===== src/common/rtcpt_pkg.sv =====
// constants, field layout and source encoding of the real-time counter block
// assumes one 250 MHz clock, slow sources sampled as synchronous levels
//
// Function
// - periodic tick timer runs whether or not the counter is enabled.
// - 16-bit counter of prescaled ticks, compared against period and compare values.
// - first count after counter equals compare raises compare flag and event.
// - first count after counter equals period raises overflow flag and event.
// - overflow returns the counter to zero, so it spans zero to period.
// - slow source is crystal, external clock, internal oscillator, or oscillator over 32.
// - selected source passes a 15-bit prescaler before reaching the counter.
// - periodic timer uses the same slow clock, interrupt or level event every n.
// - n is 4 to 32768 for interrupts, 64 to 8192 for events.
// - counting continues in sleep; block can wake or interrupt at intervals.
// - prescaler stopped while both functions off, runs when either is enabled.
// - after first interrupt the periodic output toggles every half period.
// - overflow and compare events last one slow period, same conditions as flags.
package rtcpt_pkg;
  ////////////////////////////////////////////////////////////////////////////
  localparam int unsigned RTCPT_AW  = 5;
  localparam int unsigned RTCPT_DW  = 16;
  localparam int unsigned RTCPT_PSW = 15;
  localparam logic [4:0] OFS_CTRL  = 5'h00;
  localparam logic [4:0] OFS_PIT   = 5'h04;
  localparam logic [4:0] OFS_CNT   = 5'h08;
  localparam logic [4:0] OFS_PER   = 5'h0c;
  localparam logic [4:0] OFS_CMP   = 5'h10;
  localparam logic [4:0] OFS_STAT  = 5'h14;
  localparam logic [4:0] OFS_MASK  = 5'h18;
  ////////////////////////////////////////////////////////////////////////////
  localparam int unsigned CTRL_EN_BIT  = 0;
  localparam int unsigned CTRL_PSC_LSB = 1;
  localparam int unsigned CTRL_SRC_LSB = 5;
  localparam int unsigned PIT_EN_BIT   = 0;
  localparam int unsigned PIT_PER_LSB  = 1;
  localparam logic [3:0]  PIT_PER_MIN  = 4'h1;
  localparam logic [3:0]  PIT_PER_MAX  = 4'he;
  localparam int unsigned IRQ_OVF      = 0;
  localparam int unsigned IRQ_CMP      = 1;
  localparam int unsigned IRQ_PIT      = 2;
  localparam int unsigned IRQ_W        = 3;
  localparam int unsigned EVT_N        = 8;
  localparam int unsigned EVT_LSB      = 5;
  localparam logic [4:0]  OSC_DIV_LAST = 5'h1f;
  ////////////////////////////////////////////////////////////////////////////
  localparam logic [15:0] CTRL_RST = 16'h0000;
  localparam logic [15:0] PIT_RST  = 16'h0000;
  localparam logic [15:0] PER_RST  = 16'hffff;
  localparam logic [15:0] CMP_RST  = 16'h0000;
  localparam logic [2:0]  MASK_RST = 3'h0;
  typedef enum logic [1:0] {
    RTCPT_SRC_XTAL   = 2'h0,
    RTCPT_SRC_EXTCLK = 2'h1,
    RTCPT_SRC_OSC    = 2'h2,
    RTCPT_SRC_OSCDIV = 2'h3
  } rtcpt_src_t;
endpackage


===== src/rtl/rtcpt_top.sv =====
// real-time counter with shared prescaler and periodic tick timer
// assumes slow source levels are synchronous to clk and far slower than it
//
// Local design decisions: the address map and the address-and-strobe port.
`timescale 1ns/1ps
module rtcpt_top
  import rtcpt_pkg::*;
(
  // clock and reset
  input  wire logic                clk,
  input  wire logic                rst,
  // register port
  input  wire logic [RTCPT_AW-1:0] addr,
  input  wire logic [RTCPT_DW-1:0] wdata,
  input  wire logic                wr,
  input  wire logic                rd,
  output logic      [RTCPT_DW-1:0] rdata,
  // slow clock sources
  input  wire logic                crystal_osc_level,
  input  wire logic                crystal_pin_one,
  input  wire logic                internal_32k_oscillator,
  // events and interrupt
  output logic                     overflow_evt,
  output logic                     compare_match_evt,
  output logic      [EVT_N-1:0]    periodic_evt,
  output logic                     irq,
  output logic                     wake_req
);

  ////////////////////////////////////////////////////////////////////////////
  function automatic logic hit(input logic [RTCPT_AW-1:0] a, input logic [RTCPT_AW-1:0] o);
    hit = (a == o);
  endfunction

  function automatic logic [RTCPT_PSW-1:0] psc_mask(input logic [3:0] p);
    logic [15:0] m;
    m = 16'(16'h0001 << p) - 16'h0001;
    psc_mask = m[RTCPT_PSW-1:0];
  endfunction

  ////////////////////////////////////////////////////////////////////////////
  logic [15:0]          ctrl_ff;
  logic [15:0]          pit_ctrl_ff;
  logic [15:0]          per_ff;
  logic [15:0]          cmp_ff;
  logic [15:0]          cnt_ff;
  logic [IRQ_W-1:0]     stat_ff;
  logic [IRQ_W-1:0]     mask_ff;
  logic [RTCPT_PSW-1:0] psc_ff;
  logic [4:0]           osc_div_ff;
  logic                 src_q_ff;
  logic                 osc_q_ff;
  logic                 osc_div_tick_ff;
  logic                 pit_q_ff;
  logic [15:0]          rdata_ff;
  logic                 ovf_evt_ff;
  logic                 cmp_evt_ff;
  logic [EVT_N-1:0]     pit_evt_ff;
  logic                 irq_ff;

  logic                 rtc_en;
  logic                 pit_en;
  logic [3:0]           psel;
  logic [3:0]           pit_sel;
  rtcpt_src_t           src_sel;
  logic                 src_lvl;
  logic                 slow_tick;
  logic                 osc_edge;
  logic                 psc_run;
  logic                 cnt_tick;
  logic                 ovf_cond;
  logic                 cmp_cond;
  logic                 pit_lvl;
  logic                 pit_rise;
  logic [IRQ_W-1:0]     evt_set;
  logic [IRQ_W-1:0]     w1c;

  assign rtc_en  = ctrl_ff[CTRL_EN_BIT];
  assign psel    = ctrl_ff[CTRL_PSC_LSB +: 4];
  assign src_sel = rtcpt_src_t'(ctrl_ff[CTRL_SRC_LSB +: 2]);
  assign pit_en  = pit_ctrl_ff[PIT_EN_BIT];
  assign pit_sel = pit_ctrl_ff[PIT_PER_LSB +: 4];

  ////////////////////////////////////////////////////////////////////////////
  // source selection; the divided oscillator is already a tick, not a level
  always_comb begin
    case (src_sel)
      RTCPT_SRC_XTAL:   src_lvl = crystal_osc_level;
      RTCPT_SRC_EXTCLK: src_lvl = crystal_pin_one;
      RTCPT_SRC_OSC:    src_lvl = internal_32k_oscillator;
      RTCPT_SRC_OSCDIV: src_lvl = osc_div_tick_ff;
      default:          src_lvl = 1'b0;
    endcase
  end

  assign osc_edge  = internal_32k_oscillator & ~osc_q_ff;
  assign slow_tick = src_lvl & ~src_q_ff;

  always_ff @(posedge clk or posedge rst) begin
    if (rst) begin
      src_q_ff <= 1'b0;
      osc_q_ff <= 1'b0;
    end else begin
      src_q_ff <= src_lvl;
      osc_q_ff <= internal_32k_oscillator;
    end
  end

  // oscillator over 32: one-cycle high pulse every 32 oscillator edges
  always_ff @(posedge clk or posedge rst) begin
    if (rst) begin
      osc_div_ff      <= 5'h00;
      osc_div_tick_ff <= 1'b0;
    end else begin
      osc_div_tick_ff <= osc_edge && (osc_div_ff == OSC_DIV_LAST);
      if (osc_edge) begin
        osc_div_ff <= osc_div_ff + 5'h01;
      end
    end
  end

  ////////////////////////////////////////////////////////////////////////////
  // shared prescaler; holds its phase while stopped, so first tick is arbitrary
  assign psc_run  = rtc_en | pit_en;
  assign cnt_tick = slow_tick && rtc_en
                    && ((psc_ff & psc_mask(psel)) == psc_mask(psel));

  always_ff @(posedge clk or posedge rst) begin
    if (rst) begin
      psc_ff <= '0;
    end else if (psc_run && slow_tick) begin
      psc_ff <= psc_ff + 15'h0001;
    end
  end

  ////////////////////////////////////////////////////////////////////////////
  // counter; no sleep input, it never stops except by its enable
  assign ovf_cond = cnt_tick && (cnt_ff == per_ff);
  assign cmp_cond = cnt_tick && (cnt_ff == cmp_ff);

  always_ff @(posedge clk or posedge rst) begin
    if (rst) begin
      cnt_ff <= 16'h0000;
    end else if (ovf_cond) begin
      cnt_ff <= 16'h0000;
    end else if (cnt_tick) begin
      cnt_ff <= cnt_ff + 16'h0001;
    end
  end

  // events span from their tick to the next slow tick
  always_ff @(posedge clk or posedge rst) begin
    if (rst) begin
      ovf_evt_ff <= 1'b0;
      cmp_evt_ff <= 1'b0;
    end else if (slow_tick) begin
      ovf_evt_ff <= ovf_cond;
      cmp_evt_ff <= cmp_cond;
    end
  end

  ////////////////////////////////////////////////////////////////////////////
  // periodic tick: period 2^(sel+1) follows prescaler bit sel, half high half low
  assign pit_lvl  = pit_en && (pit_sel >= PIT_PER_MIN) && (pit_sel <= PIT_PER_MAX)
                    && psc_ff[pit_sel];
  assign pit_rise = pit_lvl & ~pit_q_ff;

  always_ff @(posedge clk or posedge rst) begin
    if (rst) begin
      pit_q_ff <= 1'b0;
    end else begin
      pit_q_ff <= pit_lvl;
    end
  end

  // level events divide by 64 up to 8192
  generate
    for (genvar i = 0; i < EVT_N; i++) begin : g_pit_evt
      always_ff @(posedge clk or posedge rst) begin
        if (rst) begin
          pit_evt_ff[i] <= 1'b0;
        end else begin
          pit_evt_ff[i] <= pit_en & psc_ff[EVT_LSB + i];
        end
      end
    end
  endgenerate

  ////////////////////////////////////////////////////////////////////////////
  // control registers
  always_ff @(posedge clk or posedge rst) begin
    if (rst) begin
      ctrl_ff     <= CTRL_RST;
      pit_ctrl_ff <= PIT_RST;
      per_ff      <= PER_RST;
      cmp_ff      <= CMP_RST;
      mask_ff     <= MASK_RST;
    end else if (wr) begin
      if (hit(addr, OFS_CTRL)) ctrl_ff     <= wdata;
      if (hit(addr, OFS_PIT))  pit_ctrl_ff <= wdata;
      if (hit(addr, OFS_PER))  per_ff      <= wdata;
      if (hit(addr, OFS_CMP))  cmp_ff      <= wdata;
      if (hit(addr, OFS_MASK)) mask_ff     <= wdata[IRQ_W-1:0];
    end
  end

  // sticky status, write one to clear; a new event wins over the clear
  assign evt_set = {pit_rise, cmp_cond, ovf_cond};
  assign w1c     = (wr && hit(addr, OFS_STAT)) ? wdata[IRQ_W-1:0] : '0;

  always_ff @(posedge clk or posedge rst) begin
    if (rst) begin
      stat_ff <= '0;
    end else begin
      stat_ff <= (stat_ff & ~w1c) | evt_set;
    end
  end

  always_ff @(posedge clk or posedge rst) begin
    if (rst) begin
      irq_ff <= 1'b0;
    end else begin
      irq_ff <= |(stat_ff & mask_ff);
    end
  end

  // counter read is single-clock here, so the fast-bus ratio only bounds tick spacing
  always_ff @(posedge clk or posedge rst) begin
    if (rst) begin
      rdata_ff <= 16'h0000;
    end else if (rd) begin
      if (hit(addr, OFS_CTRL))      rdata_ff <= ctrl_ff;
      else if (hit(addr, OFS_PIT))  rdata_ff <= pit_ctrl_ff;
      else if (hit(addr, OFS_CNT))  rdata_ff <= cnt_ff;
      else if (hit(addr, OFS_PER))  rdata_ff <= per_ff;
      else if (hit(addr, OFS_CMP))  rdata_ff <= cmp_ff;
      else if (hit(addr, OFS_STAT)) rdata_ff <= {13'h0000, stat_ff};
      else if (hit(addr, OFS_MASK)) rdata_ff <= {13'h0000, mask_ff};
      else                          rdata_ff <= 16'h0000;
    end else begin
      rdata_ff <= 16'h0000;
    end
  end

  assign rdata             = rdata_ff;
  assign overflow_evt      = ovf_evt_ff;
  assign compare_match_evt = cmp_evt_ff;
  assign periodic_evt      = pit_evt_ff;
  assign irq               = irq_ff;
  assign wake_req          = irq_ff;
endmodule // rtcpt_top


===== config.mk =====
export PLATFORM = sky130hd
export DESIGN_NAME = rtcpt_top
export DESIGN_NICKNAME = d
export VERILOG_FILES = /design/src/common/rtcpt_pkg.sv /design/src/rtl/rtcpt_top.sv
export SDC_FILE = /design/constraint.sdc
export NUM_CORES = 1
export LEC_CHECK = 0
export ABC_AREA = 0
export BUFFER_PORTS_ARGS = -buffer_cell sky130_fd_sc_hd__buf_2
export CAP_MARGIN = 5
export CORE_ASPECT_RATIO = 0.75
export CORE_MARGIN = 2
export CORE_UTILIZATION = 40
export CTS_BUF_LIST = sky130_fd_sc_hd__clkbuf_16
export CTS_CLUSTER_SIZE = 40
export DETAILED_ROUTE_END_ITERATION = 6
export MAX_ROUTING_LAYER = met4
export PLACE_DENSITY = 0.58
export REMOVE_ABC_BUFFERS = 1
export SETUP_SLACK_MARGIN = 0.5
export SYNTH_ARGS = -nofsm -noshare
export SYNTH_HDL_FRONTEND = slang
export SYNTH_SLANG_ARGS = --single-unit

===== constraint.sdc =====
create_clock -name clk -period 10 [get_ports clk]
set_input_delay 3 -clock clk [delete_from_list [all_inputs] [get_ports clk]]
set_output_delay 3 -clock clk [all_outputs]
set_load 0.05 [all_outputs]

==> metrics <==
max_cap viols=0; Area contributors post-synth=dfrtp_1 (44%), mux2_2 (12%), dfstp_2 (6.1%); top-area cell type share of the netlist area=0.437; RSZ-0062 raised after global routing=false; min cycle time layout=4.79 ns; Placed Area=0.00731 mm2; Syn Inst Count=617; CTS resizes=0; skew final=0.00927 ns; Compound-Gate Fraction of Synth Area=0.116; Placed Cells=847; Most used DFF post-synth=dfrtp_1; GP Congestion=0.846; routed len/inst=19.9 um; final setup TNS=0 ns; final number of hold-violating endpoints=0; synthesized area=0.00693 mm2; Pwr Total=1.69 mW; layout net count=684; Post-Layout Cell Count=879; CTS clk-pin slew, worst paths=0.06 ns; Die ar.=0.0184 mm2; Net Switching=0.492 mW; TritonRoute pass-1 iters=7; Final WS setup=5.21 ns; Area growth syn-to-layout=14.5%; vias in the first global route=5026; # rows=41; Slew @ Worst Pin=1.16 ns; Yosys top cell by area=dfrtp_1; Worst Reg-to-Reg Cells=8; Unique masters post-synth=60; Starting Density=0.410; cts bufs inserted=17; outcome=completed; DRC=0; largest net degree at the start of global routing=73; sequential fraction of the synthesis area=0.498; critical setup path kind=input pin to register; simple logic cell fraction of the synthesized area=0.135; CP max stage cell=nand3_1; Pins Over Slew Limit=0; CP top delay family=simple AND/OR/NAND/NOR gates; Worst Hold Class=register to register; clock power share=0.393; Root Driver=clkbuf_16; critical path data arrival time=5.13 ns; XOR/XNOR Fraction of Synth Area=0.0645; final instance area=0.00793 mm2; LEAKAGE=3.72 nW; Hold Path Depth=1; Crit path largest cell delay=0.76 ns; Post-synth EDFFs=0; Fill cells=1501; fmax=0.209 GHz; DRT antenna net count=0; routed vias/inst=5.69; final count of negative-setup-slack endpoints=0; CTS Sinks=137; fin crit share=0.479; initial antenna violation count=0; pre-CTS setup slack=4.81 ns; IO Count=56; H-Tree Depth=4; Max Fanout on Critical Path=23; crit path cell chain=buf_2 -> nand2b_1 -> nor3_2 -> buf_4 -> nand3_1 -> mux2_2; Die Height=118 um; Remaining Overflow, GRT=0; die width=156 um; buffer and inverter count on the worst path=2; first-pass GRT wire length=28200 um; WL final=17500 um; Inserted Diodes=0; Logic pwr share=0.165; DR iter-0 viols=483; GRT Overall Usage=0.207; syn avg cell area=11.2 um2; WP data required=10.34 ns; layout cells sized above 1=0.303; Peak VDD IR=0.122 mV; Async S/R FF share, synth=1.00; YS warnings=0; Worst Setup End Kind=register; Synth Area in Adders=0.00903; deepest clock path buffer count=2; pwr dens=213 mW/mm2; CTS Hold Bufs=0; sw frac=0.291; post-CTS setup buffer count=0; largest family of logic cells by synthesized area=multiplexers; Worst-Skew Late Latency=0.42 ns; post-layout util=0.470; routed vias=5004; critical path depth=6; Internal Power=1.20 mW; worst hold margin=0.476 ns; DP HPWL=12100 um; Port Buf Inserts=55; Setup crit start kind=input pin; multiplexer share of the synthesized area=0.139; Core Box Area=0.0169 mm2; register bit total from synthesis=137; share of power burned in registers=0.442; slew margin rel.=0.223; CTS tree=done
-- worst reg2reg max path, delay by kind of cell, from the launching register on --
family | cells | cell delay [ns]
adders and majority gates | 1 | 0.32
DFF | 1 | 0.52
and+or+nand+nor | 4 | 1.87
AOI/OAI and AO/OA | 3 | 0.71
-- logic make-up (layout without fill, tap and decap cells) --
kind of cell	count (synthesis)	count (layout)
AO/OA/AOI/OAI	110	110
XOR/XNOR	51	51
buffers and inverters	58	105
multiplexers	82	82
AND/OR/NAND/NOR	174	174
flip-flops	137	137
adder cells (fa/ha/maj)	5	5
-- synth_stat cells, drive strengths merged (2+ instances only) --
cell type and n:
o21ai 25, nand3b 2, nor2 28, nand2 47, clkbuf 27, ha 5
a22oi 4, inv 12, o211ai 4, nor2b 3, and2 15, a221oi 3
nor3 5, or3 3, mux2i 2, nor4 13, and3 5, nand3 24
o211a 3, a32o 8, mux4 4, a21o 7, buf 19, xor2 38
and4 2, nand2b 10, a32oi 3, a41o 4, o22ai 2, xnor2 13
a21oi 19, o2bb2ai 2, a22o 5, nor4b 3, a21boi 4, dfrtp 121
nand4 12, a222oi 11, dfstp 16, mux2 76
-- state kept, by name, summed over array words and instances (netlist names), 8 cells and up --
name	count
ctrl_ff	16
psc_ff	15
periodic_evt	8
cmp_ff	16
rdata	16
per_ff	16
cnt_ff	16
pit_ctrl_ff	16
-- cells in the final DEF, fill, tap and decap left out, drive strengths merged, types with 3 or more instances in the layout --
cell type	count
dfrtp	121
mux2	76
buf	61
nand2	47
xor2	38
nor2	28
o21ai	25
nand3	24
a21oi	19
clkbuf	17
dfstp	16
and2	15
inv	14
xnor2	13
nor4	13
nand4	12
a222oi	11
nand2b	10
a32o	8
a21o	7
clkinv	6
and3	5
a22o	5
ha	5
nor3	5
mux4	4
a22oi	4
a21boi	4
a41o	4
o211ai	4
bufinv	4
nor2b	3
or3	3
a32oi	3
o211a	3
a221oi	3
clkinvlp	3
nor4b	3
-- layout make-up --
type / instances / area, um2 / share of cell area
Tap cell: 215 / 269 / 0.0339
Inverter: 12 / 50.0 / 0.00631
Sequential cell: 137 / 3450 / 0.435
Clock inverter: 15 / 200 / 0.0252
Multi-Input combinational cell: 422 / 3220 / 0.406
Clock buffer: 17 / 425 / 0.0536
Timing Repair Buffer: 61 / 320 / 0.0404
-- power groups by stage --
stage                     Clock (mW)  Combinational, mW  Sequential, mW
after global routing           0.705              0.310           0.759
after global placement             0              0.271           0.747
after floorplan                    0              0.200           0.733
final                          0.664              0.279           0.746
after CTS                      0.678              0.281           0.744
after detailed placement           0              0.279           0.753
-- worst paths after layout --
| kind | start | end | slack, ns |
|---|---|---|---|
| min in group asynchronous | rst | osc_div_ff[3] | 2.65 |
| worst min register to register | osc_div_ff[3] | osc_div_ff[3] | 0.48 |
| worst max register to register | ctrl_ff[3] | cnt_ff[9] | 6.47 |
| worst min-delay path | osc_div_ff[3] | osc_div_ff[3] | 0.48 |
| worst max-delay path | addr[0] | per_ff[15] | 5.21 |
| max in group asynchronous | rst | pit_ctrl_ff[14] | 5.98 |
-- metal layers --
layer | track usage | up-vias | share of wire
met5 | - | - | 0
met4 | 0.0631 | 0 | 0.015
met3 | 0.0486 | 21 | 0.051
met2 | 0.283 | 138 | 0.44
met1 | 0.302 | 2533 | 0.49
li1 | - | 2312 | -
(Power assumes the default switching activity.)
